`config.mk`:
```
export PLATFORM = sky130hd
export DESIGN_NAME = posr_top
export DESIGN_NICKNAME = d
export VERILOG_FILES = /design/src/design/posr_pkg.sv /design/src/design/posr_ctl_if.sv /design/src/design/posr_ramp_tick.sv /design/src/design/posr_top.sv
export VERILOG_INCLUDE_DIRS = /design/src /design/src/design
export SDC_FILE = /design/constraint.sdc
export NUM_CORES = 1
export LEC_CHECK = 0
export BUFFER_PORTS_ARGS = -buffer_cell sky130_fd_sc_hd__buf_2
export CORE_MARGIN = 4
export CORE_UTILIZATION = 45
export DETAILED_ROUTE_END_ITERATION = 8
export GPL_TIMING_DRIVEN = 1
export PLACE_DENSITY = 0.65
export SLEW_MARGIN = 20
export SYNTH_ARGS = -nofsm -noshare
export SYNTH_HDL_FRONTEND = slang
export SYNTH_SLANG_ARGS = --single-unit
export TNS_END_PERCENT = 10
```
`constraint.sdc`:
```
create_clock -name I_CLOCK -period 3 [get_ports I_CLOCK]
set_clock_uncertainty 0.05 [all_clocks]
set_input_delay 0.15 -clock I_CLOCK [delete_from_list [all_inputs] [get_ports I_CLOCK]]
set_output_delay 0.15 -clock I_CLOCK [all_outputs]
set_load 0.01 [all_outputs]
```
`src/design/posr_defines.svh`:
```
// Offsets, field positions, reset values and timing counts for the oscillator
// steering register block. Assumes it is included by bare name.
`ifndef POSR_DEFINES_SVH
`define POSR_DEFINES_SVH
// ==========================================================
// Register offsets within a page
`define POSR_OFF_RAMP     8'h30
`define POSR_OFF_FRAC0    8'h31
`define POSR_OFF_FRAC1    8'h32
`define POSR_OFF_FRAC2    8'h33
`define POSR_OFF_FRAC3    8'h34
`define POSR_OFF_STEER    8'h35
`define POSR_OFF_INT_LO   8'h36
`define POSR_OFF_INT_HI   8'h37
`define POSR_OFF_PAGE     8'hff
// Page that holds this block
`define POSR_HOME_PAGE    8'h00
`define POSR_RESET_VAL    8'h00
// ==========================================================
// Field positions
`define POSR_RAMP_SLOPE_HI 5
`define POSR_RAMP_SLOPE_LO 4
`define POSR_RAMP_EN_BIT   3
`define POSR_STEER_INC     3
`define POSR_STEER_DEC     2
`define POSR_STEER_FREE    1
`define POSR_STEER_MASK    0
`define POSR_SYNC_BIT      5
// ==========================================================
// Ramp step timing: one step of 0.2 ppm per step period.
// Slope codes step every 1 s, 100 ms, 10 ms, 1 ms at 0.2 ppm.
`define POSR_CLK_HZ        50000000
`define POSR_STEP_MS_S0    1000
`define POSR_STEP_MS_S1    100
`define POSR_STEP_MS_S2    10
`define POSR_STEP_MS_S3    1
`define POSR_TICK_PER_MS   (`POSR_CLK_HZ / 1000)
`endif

```
`src/design/posr_pkg.sv`:
```
// Types shared by the oscillator steering register block.
// Assumes the defines header is compiled alongside.
`default_nettype none
package posr_pkg;
	// Slope codes for the frequency ramp
	typedef enum logic [1:0] {
		POSR_SLOPE_0P2 = 2'h0,
		POSR_SLOPE_2   = 2'h1,
		POSR_SLOPE_20  = 2'h2,
		POSR_SLOPE_200 = 2'h3
	} posr_slope_t;
	// Steering command states, one-hot
	typedef enum logic [2:0] {
		POSR_ST_IDLE = 3'h1,
		POSR_ST_INC  = 3'h2,
		POSR_ST_DEC  = 3'h4
	} posr_state_t;
endpackage
`default_nettype wire

```
`src/design/posr_ctl_if.sv`:
```
// Carries ramp settings from the register file to the ramp tick generator.
// Assumes one clock domain shared by both ends.
`default_nettype none
interface posr_ctl_if;
	logic                  ramp_en;
	posr_pkg::posr_slope_t slope;
	logic                  tick;
	modport ctl (output ramp_en, output slope, input tick);
	modport gen (input ramp_en, input slope, output tick);
endinterface
`default_nettype wire

```
`src/design/posr_ramp_tick.sv`:
```
// Ramp step tick generator: one-cycle pulse at the rate set by the slope.
// Assumes a 50 MHz clock; counts held in flip-flops.
`default_nettype none
`include "posr_defines.svh"
module posr_ramp_tick (
	input  wire logic  i_clk,
	input  wire logic  i_resetn,
	posr_ctl_if.gen    ctl
);
	typedef struct packed {
		logic [15:0] ms_cnt;
		logic [9:0]  ms_num;
		logic        tick;
	} posr_tick_t;
	posr_tick_t st_r, st_nxt;
	localparam logic [15:0] MS_LAST = 16'(`POSR_TICK_PER_MS - 1);

	// Period in milliseconds for a slope code
	function automatic logic [9:0] posr_period(input posr_pkg::posr_slope_t s);
		case (s)
			posr_pkg::POSR_SLOPE_0P2: posr_period = 10'(`POSR_STEP_MS_S0);
			posr_pkg::POSR_SLOPE_2:   posr_period = 10'(`POSR_STEP_MS_S1);
			posr_pkg::POSR_SLOPE_20:  posr_period = 10'(`POSR_STEP_MS_S2);
			default:                  posr_period = 10'(`POSR_STEP_MS_S3);
		endcase
	endfunction

	// ==========================================================
	// Millisecond divider then per-slope step count
	always_comb begin
		st_nxt      = st_r;
		st_nxt.tick = 1'b0;
		if (!ctl.ramp_en) begin
			// Restart cleanly so the first step is a full period
			st_nxt.ms_cnt = 16'h0000;
			st_nxt.ms_num = 10'h000;
		end else if (st_r.ms_cnt == MS_LAST) begin
			st_nxt.ms_cnt = 16'h0000;
			if (st_r.ms_num + 10'h001 >= posr_period(ctl.slope)) begin
				st_nxt.ms_num = 10'h000;
				st_nxt.tick   = 1'b1;
			end else begin
				st_nxt.ms_num = st_r.ms_num + 10'h001;
			end
		end else begin
			st_nxt.ms_cnt = st_r.ms_cnt + 16'h0001;
		end
	end

	// State register
	always_ff @(posedge i_clk or negedge i_resetn) begin
		if (!i_resetn) begin
			st_r <= '0;
		end else begin
			st_r <= st_nxt;
		end
	end
	assign ctl.tick = st_r.tick;
endmodule
`default_nettype wire

```
`src/design/posr_top.sv`:
```
// Oscillator steering register block for one PLL: paged 8-bit register map,
// ramp control, control codes, steering commands and page select.
// Assumes a synchronous 8-bit register port driven by an outside interface.
// Contract
// - Slope code 00..11 selects ramp 0.2, 2, 20 or 200 ppm/s.
// - Bit 3 of ramp register switches frequency ramp on, reset zero.
// - Three-bit divider field holds any value software writes.
// - Fraction code lives in four read/write bytes 31h to 34h.
// - Integer code is register 36h plus bits 7:6 of 37h.
// - Bit 3 of 35h steps frequency up by the programmed code.
// - Bit 2 of 35h steps frequency down by the programmed code.
// - Bit 1 of 35h enables oscillator free-run for this PLL.
// - Bit 0 of 35h masks oscillator steering for this PLL.
// - Bit 5 of 37h enables synchronized steering mode.
// - Every page has register FFh selecting the active page.
`default_nettype none
`include "posr_defines.svh"
module posr_top (
	// Clock and reset
	input  wire logic        I_CLOCK,
	input  wire logic        I_RESETN,
	// Register port
	input  wire logic        I_REG_WR,
	input  wire logic        I_REG_RD,
	input  wire logic [7:0]  I_REG_ADDR,
	input  wire logic [7:0]  I_REG_WDATA,
	output var  logic [7:0]  O_REG_RDATA,
	output var  logic        O_REG_RVALID,
	// Oscillator controls
	output var  logic [31:0] O_FRAC_CODE,
	output var  logic [9:0]  O_INT_CODE,
	output var  logic [2:0]  O_DIVIDER,
	output var  logic        O_STEP_UP,
	output var  logic        O_STEP_DOWN,
	output var  logic        O_FREE_RUN,
	output var  logic        O_STEER_MASK,
	output var  logic        O_SYNC_MODE,
	output var  logic        O_RAMP_ACTIVE,
	output var  logic [7:0]  O_PAGE
);
	// ==========================================================
	// State
	typedef struct packed {
		logic [7:0]            ramp;
		logic [3:0][7:0]       frac;
		logic [7:0]            steer;
		logic [7:0]            int_lo;
		logic [7:0]            int_hi;
		logic [7:0]            page;
		logic [7:0]            rdata;
		logic                  rvalid;
		logic                  up;
		logic                  down;
		posr_pkg::posr_state_t fsm;
	} posr_state_t;
	posr_state_t st_r, st_nxt;

	posr_ctl_if ctl_if ();

	// Page decode used by read and write paths alike
	function automatic logic posr_here(input logic [7:0] pg, input logic [7:0] a);
		posr_here = (pg == `POSR_HOME_PAGE) && (a != `POSR_OFF_PAGE);
	endfunction

	// ==========================================================
	// Ramp tick generator
	posr_ramp_tick u_tick (
		.i_clk    (I_CLOCK),
		.i_resetn (I_RESETN),
		.ctl      (ctl_if.gen)
	);
	assign ctl_if.ramp_en = st_r.ramp[`POSR_RAMP_EN_BIT];
	assign ctl_if.slope   = posr_pkg::posr_slope_t'(
		st_r.ramp[`POSR_RAMP_SLOPE_HI:`POSR_RAMP_SLOPE_LO]);

	// ==========================================================
	// Register writes, reads and steering sequencer
	always_comb begin
		logic steer_ok;
		steer_ok       = 1'b0;
		st_nxt         = st_r;
		st_nxt.rvalid  = 1'b0;
		st_nxt.up      = 1'b0;
		st_nxt.down    = 1'b0;
		// Writes: every bit is plain storage, spare bits included
		if (I_REG_WR) begin
			if (I_REG_ADDR == `POSR_OFF_PAGE) begin
				st_nxt.page = I_REG_WDATA;
			end else if (posr_here(st_r.page, I_REG_ADDR)) begin
				case (I_REG_ADDR)
					`POSR_OFF_RAMP:   st_nxt.ramp    = I_REG_WDATA;
					`POSR_OFF_FRAC0:  st_nxt.frac[0] = I_REG_WDATA;
					`POSR_OFF_FRAC1:  st_nxt.frac[1] = I_REG_WDATA;
					`POSR_OFF_FRAC2:  st_nxt.frac[2] = I_REG_WDATA;
					`POSR_OFF_FRAC3:  st_nxt.frac[3] = I_REG_WDATA;
					`POSR_OFF_STEER:  st_nxt.steer   = I_REG_WDATA;
					`POSR_OFF_INT_LO: st_nxt.int_lo  = I_REG_WDATA;
					`POSR_OFF_INT_HI: st_nxt.int_hi  = I_REG_WDATA;
					default: ;
				endcase
			end
		end
		// Reads: one-cycle answer, unmapped addresses read zero
		if (I_REG_RD) begin
			st_nxt.rvalid = 1'b1;
			st_nxt.rdata  = 8'h00;
			if (I_REG_ADDR == `POSR_OFF_PAGE) begin
				st_nxt.rdata = st_r.page;
			end else if (posr_here(st_r.page, I_REG_ADDR)) begin
				case (I_REG_ADDR)
					`POSR_OFF_RAMP:   st_nxt.rdata = st_r.ramp;
					`POSR_OFF_FRAC0:  st_nxt.rdata = st_r.frac[0];
					`POSR_OFF_FRAC1:  st_nxt.rdata = st_r.frac[1];
					`POSR_OFF_FRAC2:  st_nxt.rdata = st_r.frac[2];
					`POSR_OFF_FRAC3:  st_nxt.rdata = st_r.frac[3];
					`POSR_OFF_STEER:  st_nxt.rdata = st_r.steer;
					`POSR_OFF_INT_LO: st_nxt.rdata = st_r.int_lo;
					`POSR_OFF_INT_HI: st_nxt.rdata = st_r.int_hi;
					default:          st_nxt.rdata = 8'h00;
				endcase
			end
		end
		// Steering: mask blocks all steps; a set command bit steps once from idle, up winning
		// over down, then again on each ramp tick while held and ramping. Software is
		// trusted to load the codes before setting a command bit.
		steer_ok = !st_r.steer[`POSR_STEER_MASK];
		case (st_r.fsm)
			posr_pkg::POSR_ST_IDLE: begin
				if (steer_ok && st_r.steer[`POSR_STEER_INC]) begin
					st_nxt.up  = 1'b1;
					st_nxt.fsm = posr_pkg::POSR_ST_INC;
				end else if (steer_ok && st_r.steer[`POSR_STEER_DEC]) begin
					st_nxt.down = 1'b1;
					st_nxt.fsm  = posr_pkg::POSR_ST_DEC;
				end
			end
			posr_pkg::POSR_ST_INC: begin
				if (!st_r.steer[`POSR_STEER_INC] || !steer_ok) begin
					st_nxt.fsm = posr_pkg::POSR_ST_IDLE;
				end else if (ctl_if.ramp_en && ctl_if.tick) begin
					st_nxt.up = 1'b1;
				end
			end
			posr_pkg::POSR_ST_DEC: begin
				if (!st_r.steer[`POSR_STEER_DEC] || !steer_ok) begin
					st_nxt.fsm = posr_pkg::POSR_ST_IDLE;
				end else if (ctl_if.ramp_en && ctl_if.tick) begin
					st_nxt.down = 1'b1;
				end
			end
			default: st_nxt.fsm = posr_pkg::POSR_ST_IDLE;
		endcase
	end

	// State register
	always_ff @(posedge I_CLOCK or negedge I_RESETN) begin
		if (!I_RESETN) begin
			st_r     <= '0;
			st_r.fsm <= posr_pkg::POSR_ST_IDLE;
		end else begin
			st_r <= st_nxt;
		end
	end

	// ==========================================================
	// Outputs straight from state flip-flops
	assign O_REG_RDATA   = st_r.rdata;
	assign O_REG_RVALID  = st_r.rvalid;
	assign O_FRAC_CODE   = {st_r.frac[3], st_r.frac[2], st_r.frac[1], st_r.frac[0]};
	assign O_INT_CODE    = {st_r.int_hi[7:6], st_r.int_lo};
	assign O_DIVIDER     = st_r.ramp[2:0];
	assign O_STEP_UP     = st_r.up;
	assign O_STEP_DOWN   = st_r.down;
	assign O_FREE_RUN    = st_r.steer[`POSR_STEER_FREE];
	assign O_STEER_MASK  = st_r.steer[`POSR_STEER_MASK];
	assign O_SYNC_MODE   = st_r.int_hi[`POSR_SYNC_BIT];
	assign O_RAMP_ACTIVE = st_r.ramp[`POSR_RAMP_EN_BIT];
	assign O_PAGE        = st_r.page;
endmodule
`default_nettype wire

```
==> results of run 1 <==
timing repair:
| item | 4_1_cts | 5_1_grt |
|---|---|---|
| setup endpoints to repair | 0 | 9 |
| hold buffers | 2 | 0 |
| endpoints found under the hold margin | 39 | 0 |
| buffers inserted | 0 | 1 |
| resized for setup | 0 | 0 |
per-layer routing:
metal / vias to the layer above / global-route usage / routed length, um / share of wire
met5: - / 0 / 0 / 0
met4: 0 / 0.0664 / 195 / 0.014
met3: 13 / 0.0448 / 633 / 0.045
met2: 120 / 0.308 / 6840 / 0.49
met1: 2100 / 0.260 / 6270 / 0.45
li1: 1905 / - / - / -
power groups by stage:
stage / registers (uW) / logic [uW] / clock network [uW]
global route: 1640 / 310 / 2230
detailed placement: 1660 / 281 / 0
CTS: 1630 / 285 / 2140
finish: 1630 / 279 / 2110
global placement: 1650 / 275 / 0
floorplan: 1640 / 201 / 0
worst max-delay path, delay by kind of cell, from the launching register on:
kind	cells	cell delay (ns)
xor gates and xnor gates	1	0.19
and+or+nand+nor	5	0.68
buffers and inverters	2	0.24
adders and majority gates	2	0.57
AOI/OAI and AO/OA	2	0.48
DFF	1	0.44
flip-flops by register name, indices dropped and copies added (netlist names), 2 cells and up:
signal / count
O_INT_CODE: 10
u_tick.st_r: 26
st_r: 16
O_DIVIDER: 3
O_FRAC_CODE: 32
O_PAGE: 8
ctl_if.slope: 2
O_REG_RDATA: 8
final cells by class:
cell class / count / area [um2] / share of cell area
multi-input combinational: 315 / 2590 / 0.379
timing repair buffer: 99 / 533 / 0.0778
tap: 172 / 215 / 0.0314
sequential: 113 / 2830 / 0.413
clock inverter: 8 / 125 / 0.0183
inverter: 12 / 45.0 / 0.00658
clock buffer: 23 / 508 / 0.0742
per-stage QoR:
stage                     utilization  setup WS [ns]  cells
after floorplan                     -          0.226    518
after global placement          0.483          0.174    708
after detailed placement        0.483         0.0703    708
after CTS                       0.534         0.0308    741
after global routing            0.534         0.0406    742
final                           0.534          0.242    742
cell usage in the layout (no fill, tap or decap), types with 7 or more instances in the layout:
cell         n
mux2_2      79
clkbuf_16   17
nand3_1     18
dfrtp_1    112
xor2_1       7
buf_4       11
and3_1       8
nand2_1     19
nand4_1      7
inv_1       12
buf_2       86
nor2_1      27
nand2b_1     7
ha_1        11
a21oi_1     11
xnor2_1     13
o21ai_0     16
logic make-up after synthesis:
group,count (synthesis)
compound gates,64
xor+xnor,20
fa+ha+maj,11
buf+inv,90
flops,113
mux,91
simple gates,129
worst min-delay path by stage:
stage / end / slack (ns)
2_1_floorplan: O_DIVIDER[0] / -0.20
3_3_place_gp: u_tick.st_r[18] / 0.11
3_5_place_dp: u_tick.st_r[21] / 0.11
4_1_cts: O_INT_CODE[1] / 0.04
5_1_grt: O_DIVIDER[1] / 0.05
6_report: O_FRAC_CODE[30] / 0.05
==> flow_summary.yaml, run 1 <==
route:
  routed_via_density: 5.58
  first_pass_iters: 5
  detail-route-antenna-nets: 0
  drt_iter0_markers: 258
  wl_um: 13900
  drc: 0
  wl_per_cell_um: 18.8
  num_vias: 4138
setup_path:
  crit_fanout: 9
  r2r_cells: 12
  timing.critical_path.to: "u_tick.st_r[6]"
  crit_arrival_ns: 3.01
  rr_endpoint: "u_tick.st_r[6]"
  worst-setup-path-type: "flop to flop"
  crit_start: "u_tick.st_r[1]"
  r2r_start: "u_tick.st_r[1]"
  end_kind: "flop"
  cp_data_required_time_ns: 3.25
  cpMaxStageDelayCell: "dfrtp_1"
  worst-r2r-setup-slack_ns: 0.24
  critPathLaunchType: "flop"
  crit_chain: "ha_1 -> and3_1 -> and3_1 -> xnor2_1 -> inv_1 -> ha_1 -> nand2_1 -> nor3_1 -> a211oi_1 -> nand4_1 -> buf_4 -> o31ai_1"
  max_stage_delay_ns: 0.44
pwr:
  total_power_uw: 4020
  max-vdd-ir-drop_v: 0.000378
  p_int_uw: 3130
  switching_share: 0.220
  power.share.sequential: 0.406
  leakage_uw: 0.00334
  p_switching_uw: 885
  p_per_area_nw_per_um2: 587
  combinationalPowerShare: 0.069
  power.share.clock: 0.524
logic_synthesis:
  syn-cell-area_um2: 6010
  yosysTopAreaCell: "dfrtp_1"
  yosys_warnings: 0
  synth_area_leaders: "dfrtp_1, mux2_2, buf_4, ha_1, mux4_2"
  synth-edff-count: 0
  ys_seq_area_frac: 0.471
  synth.most_common_cell: "dfrtp_1"
  synth-compound-area-share: 0.0731
  synth.distinct_cells: 50
  synth_top_area_frac: 0.467
  synth_common_cells: "dfrtp_1, mux2_2, buf_4"
  synthArstFlopShare: 1.00
  synth.area.mux_share: 0.181
  syn_area_per_cell_um2: 11.6
  synth_top_family_by_area: "multiplexers"
  synth-xor-area-share: 0.0292
  synth-simple-area-share: 0.126
  synthCells: 518
  synth_nets: 549
  ys.flop_type: "dfrtp_1"
  synth_adder_area_share: 0.0229
  ys_ff_latch: 113
hold_path:
  min_from: "I_REG_WDATA[6]"
  hold_depth: 2
  min_path_type: "primary input to flop"
sta:
  hold_viol_final: 0
  relSlewSlack: 0.537
  tightest_slew_ns: 0.693
  hold_ws_ns: 0.0459
  setup_viol: 0
  rsz0062_at_grt: "no"
  setup_tns_ns: 0
  finalCritPeriodShare: 0.919
  slew_viol_final: 0
  post-route-min-period_ns: 2.76
  clock.fmax_mhz: 363
global_route:
  grt_pass1_wl_um: 22300
  grt_usage: 0.193
  grt_pass1_vias: 4156
  antenna_found_initial: 0
  gr-total-overflow: 0
  grt_max_degree: 43
clocking:
  numCtsBuffers: 17
  clock_sinks: 113
  cts_tree: "built"
  clk_pin_slew_worst_paths_ns: 0.05
  root_buffer: "clkbuf_16"
  clk_path_buf_depth: 2
  htree_levels: 4
  insertion_delay_ns: 0.41
final_layout:
  area_delta_synth_final_pct: 14.1
  postLayoutCellArea_um2: 6850
  nNetsFinal: 589
  insertedDiodeCount: 0
  nFillCells: 1144
  drive_gt1_frac: 0.398
placed_design:
  gp_congestion: 0.844
  hpwl_um: 10000
  postPlaceCellArea_um2: 6190
  place.port_buffers: 87
job:
  max_cap_violations: 0
status:
  status: "complete, no violations"
floorplan:
  row_count: 41
  num_io_pins: 88
  die_x_um: 124
  core_area_um2: 12800
  die_y_um: 124
  dieArea_um2: 15300
  initial_core_util: 0.468
No activity file was read; power rests on OpenSTA's default activity.
==> inputs of run 2 (changes only) <==
CELL_PAD_IN_SITES_DETAIL_PLACEMENT = 0   (was unset)
CELL_PAD_IN_SITES_GLOBAL_PLACEMENT = 1   (was unset)
CORE_MARGIN = unset   (was 4)
PLACE_DENSITY = unset   (was 0.65)
PLACE_DENSITY_LB_ADDON = 0.1   (was unset)
==> flow_summary.yaml, run 2 (same netlist as run 1, synthesis figures left out) <==
final_layout:
  largest_reg_flops: 32
  final_cell_mix: "dfrtp_1, buf_2, mux2_2, nor2_1, nand2_1"
  multi_input_area_um2: 2590
  area_delta_synth_final_pct: 14.2
  final_common_cell: "dfrtp_1"
  insertedDiodeCount: 0
  final_util: 0.535
  nNetsFinal: 589
  nFillCells: 1156
  drive_gt1_frac: 0.396
  seqCellArea_um2: 2830
global_route:
  gr-total-overflow: 0
  grt_max_degree: 60
  grt_usage: 0.216
  grt_pass1_vias: 4171
  antenna_found_initial: 0
  grt_pass1_wl_um: 22800
sta:
  setup_viol: 0
  finalCritPeriodShare: 0.906
  relSlewSlack: 0.485
  rsz0062_at_grt: "no"
  hold_viol_final: 0
  slew_viol_final: 0
  post-route-min-period_ns: 2.72
  clock.fmax_mhz: 368
  tightest_slew_ns: 0.772
  setup_tns_ns: 0
pwr:
  max-vdd-ir-drop_v: 0.000360
  leakage_uw: 0.00335
  p_per_area_nw_per_um2: 590
  total_power_uw: 4050
route:
  drt_iter0_markers: 204
  wl_met3_um: 623
  drc: 0
  wl_um: 14000
  routed_via_density: 5.55
  met2_length_um: 6600
  first_pass_iters: 5
  wl_per_cell_um: 18.9
  wirelength_met1_um: 6620
  top_layer: "met4"
  detail-route-antenna-nets: 0
  num_vias: 4126
floorplan:
  row_count: 41
  num_io_pins: 88
  core_area_um2: 12800
  die_y_um: 118
  initial_core_util: 0.468
  dieArea_um2: 13800
  die_x_um: 118
setup_path:
  crit_fanout: 9
  worst-setup-path-type: "flop to flop"
  cp_data_required_time_ns: 3.27
  critPathLaunchType: "flop"
  crit_arrival_ns: 2.99
  end_kind: "flop"
status:
  status: "complete, no violations"
clocking:
  clk_path_buf_depth: 2
  htree_levels: 4
  cts_tree: "built"
  numCtsBuffers: 17
  clock_sinks: 113
  clk_pin_slew_worst_paths_ns: 0.05
  root_buffer: "clkbuf_16"
  cts_resized: 0
  insertion_delay_ns: 0.41
placed_design:
  gp_congestion: 0.790
  hpwl_um: 9740
  place.port_buffers: 87
hold_path:
  min_path_type: "primary input to flop"
job:
  max_cap_violations: 0
-- run 2: cell count changes in the layout (fill, tap and decap cells not counted), sizes merged --
cell	change
clkinv	+1
bufinv	+1
clkbuf	-1
-- run 2: cell type report --
cell class | instances | area share
clock buffer | 22 | 0.0691
clock inverter | 10 | 0.0228
inverter | 12 | 0.00657
multi-input combinational | 315 | 0.378
sequential | 113 | 0.412
tap | 172 | 0.0314
timing repair buffer | 99 | 0.0795
-- run 2: path summary, 6_finish.rpt --
path / from / endpoint / slack (ns) / cells past startpoint
min in group asynchronous: I_RESETN / u_tick.st_r[6] / 0.31 / 2
setup / recovery: u_tick.st_r[1] / u_tick.st_r[7] / 0.28 / 12
setup reg to reg: u_tick.st_r[1] / u_tick.st_r[7] / 0.28 / 12
hold / removal: I_REG_WDATA[6] / O_INT_CODE[8] / 0.05 / 2
hold reg to reg: u_tick.st_r[11] / u_tick.st_r[11] / 0.42 / 1
max in group asynchronous: I_RESETN / st_r[0] / 1.78 / 3
-- run 2: timing repair --
item                                    4_1_cts  5_1_grt
endpoints found under the hold margin        59        0
buffers inserted                              0        1
hold buffers                                  2        0
endpoints found under the setup margin        0        9
-- run 2: layer usage --
layer,GRT usage,vias to the layer above
met5,0,-
met4,0.0761,0
met3,0.0465,12
met2,0.330,103
met1,0.303,2106
li1,-,1905
-- run 2: metrics by stage --
step	instance area, um2	instances	worst slack [ns]	hold WS (ns)
finish	6860	743	0.281	0.0462
detailed placement	6200	708	0.0926	0.234
global route	6860	743	0.0354	0.0444
CTS	6850	742	0.0700	0.0348
floorplan	6010	518	0.226	-0.196
global placement	6200	708	0.151	0.232
-- run 2: report_power, final --
part           leakage [uW]  switching, uW  internal [uW]
combinational       0.00148            162            120
clock              0.000310            689           1450
sequential          0.00155           48.7           1580
-- run 2: critical path, stage by stage, from the launching register on --
cell and delay, ns:
dfrtp_1 0.45, ha_1 0.30, and3_1 0.21, and3_1 0.19, xnor2_1 0.17, inv_1 0.07, ha_1 0.27, nand2_1 0.11
nor3_1 0.07, a211oi_1 0.25, nand4_1 0.13, buf_4 0.18, o31ai_1 0.19
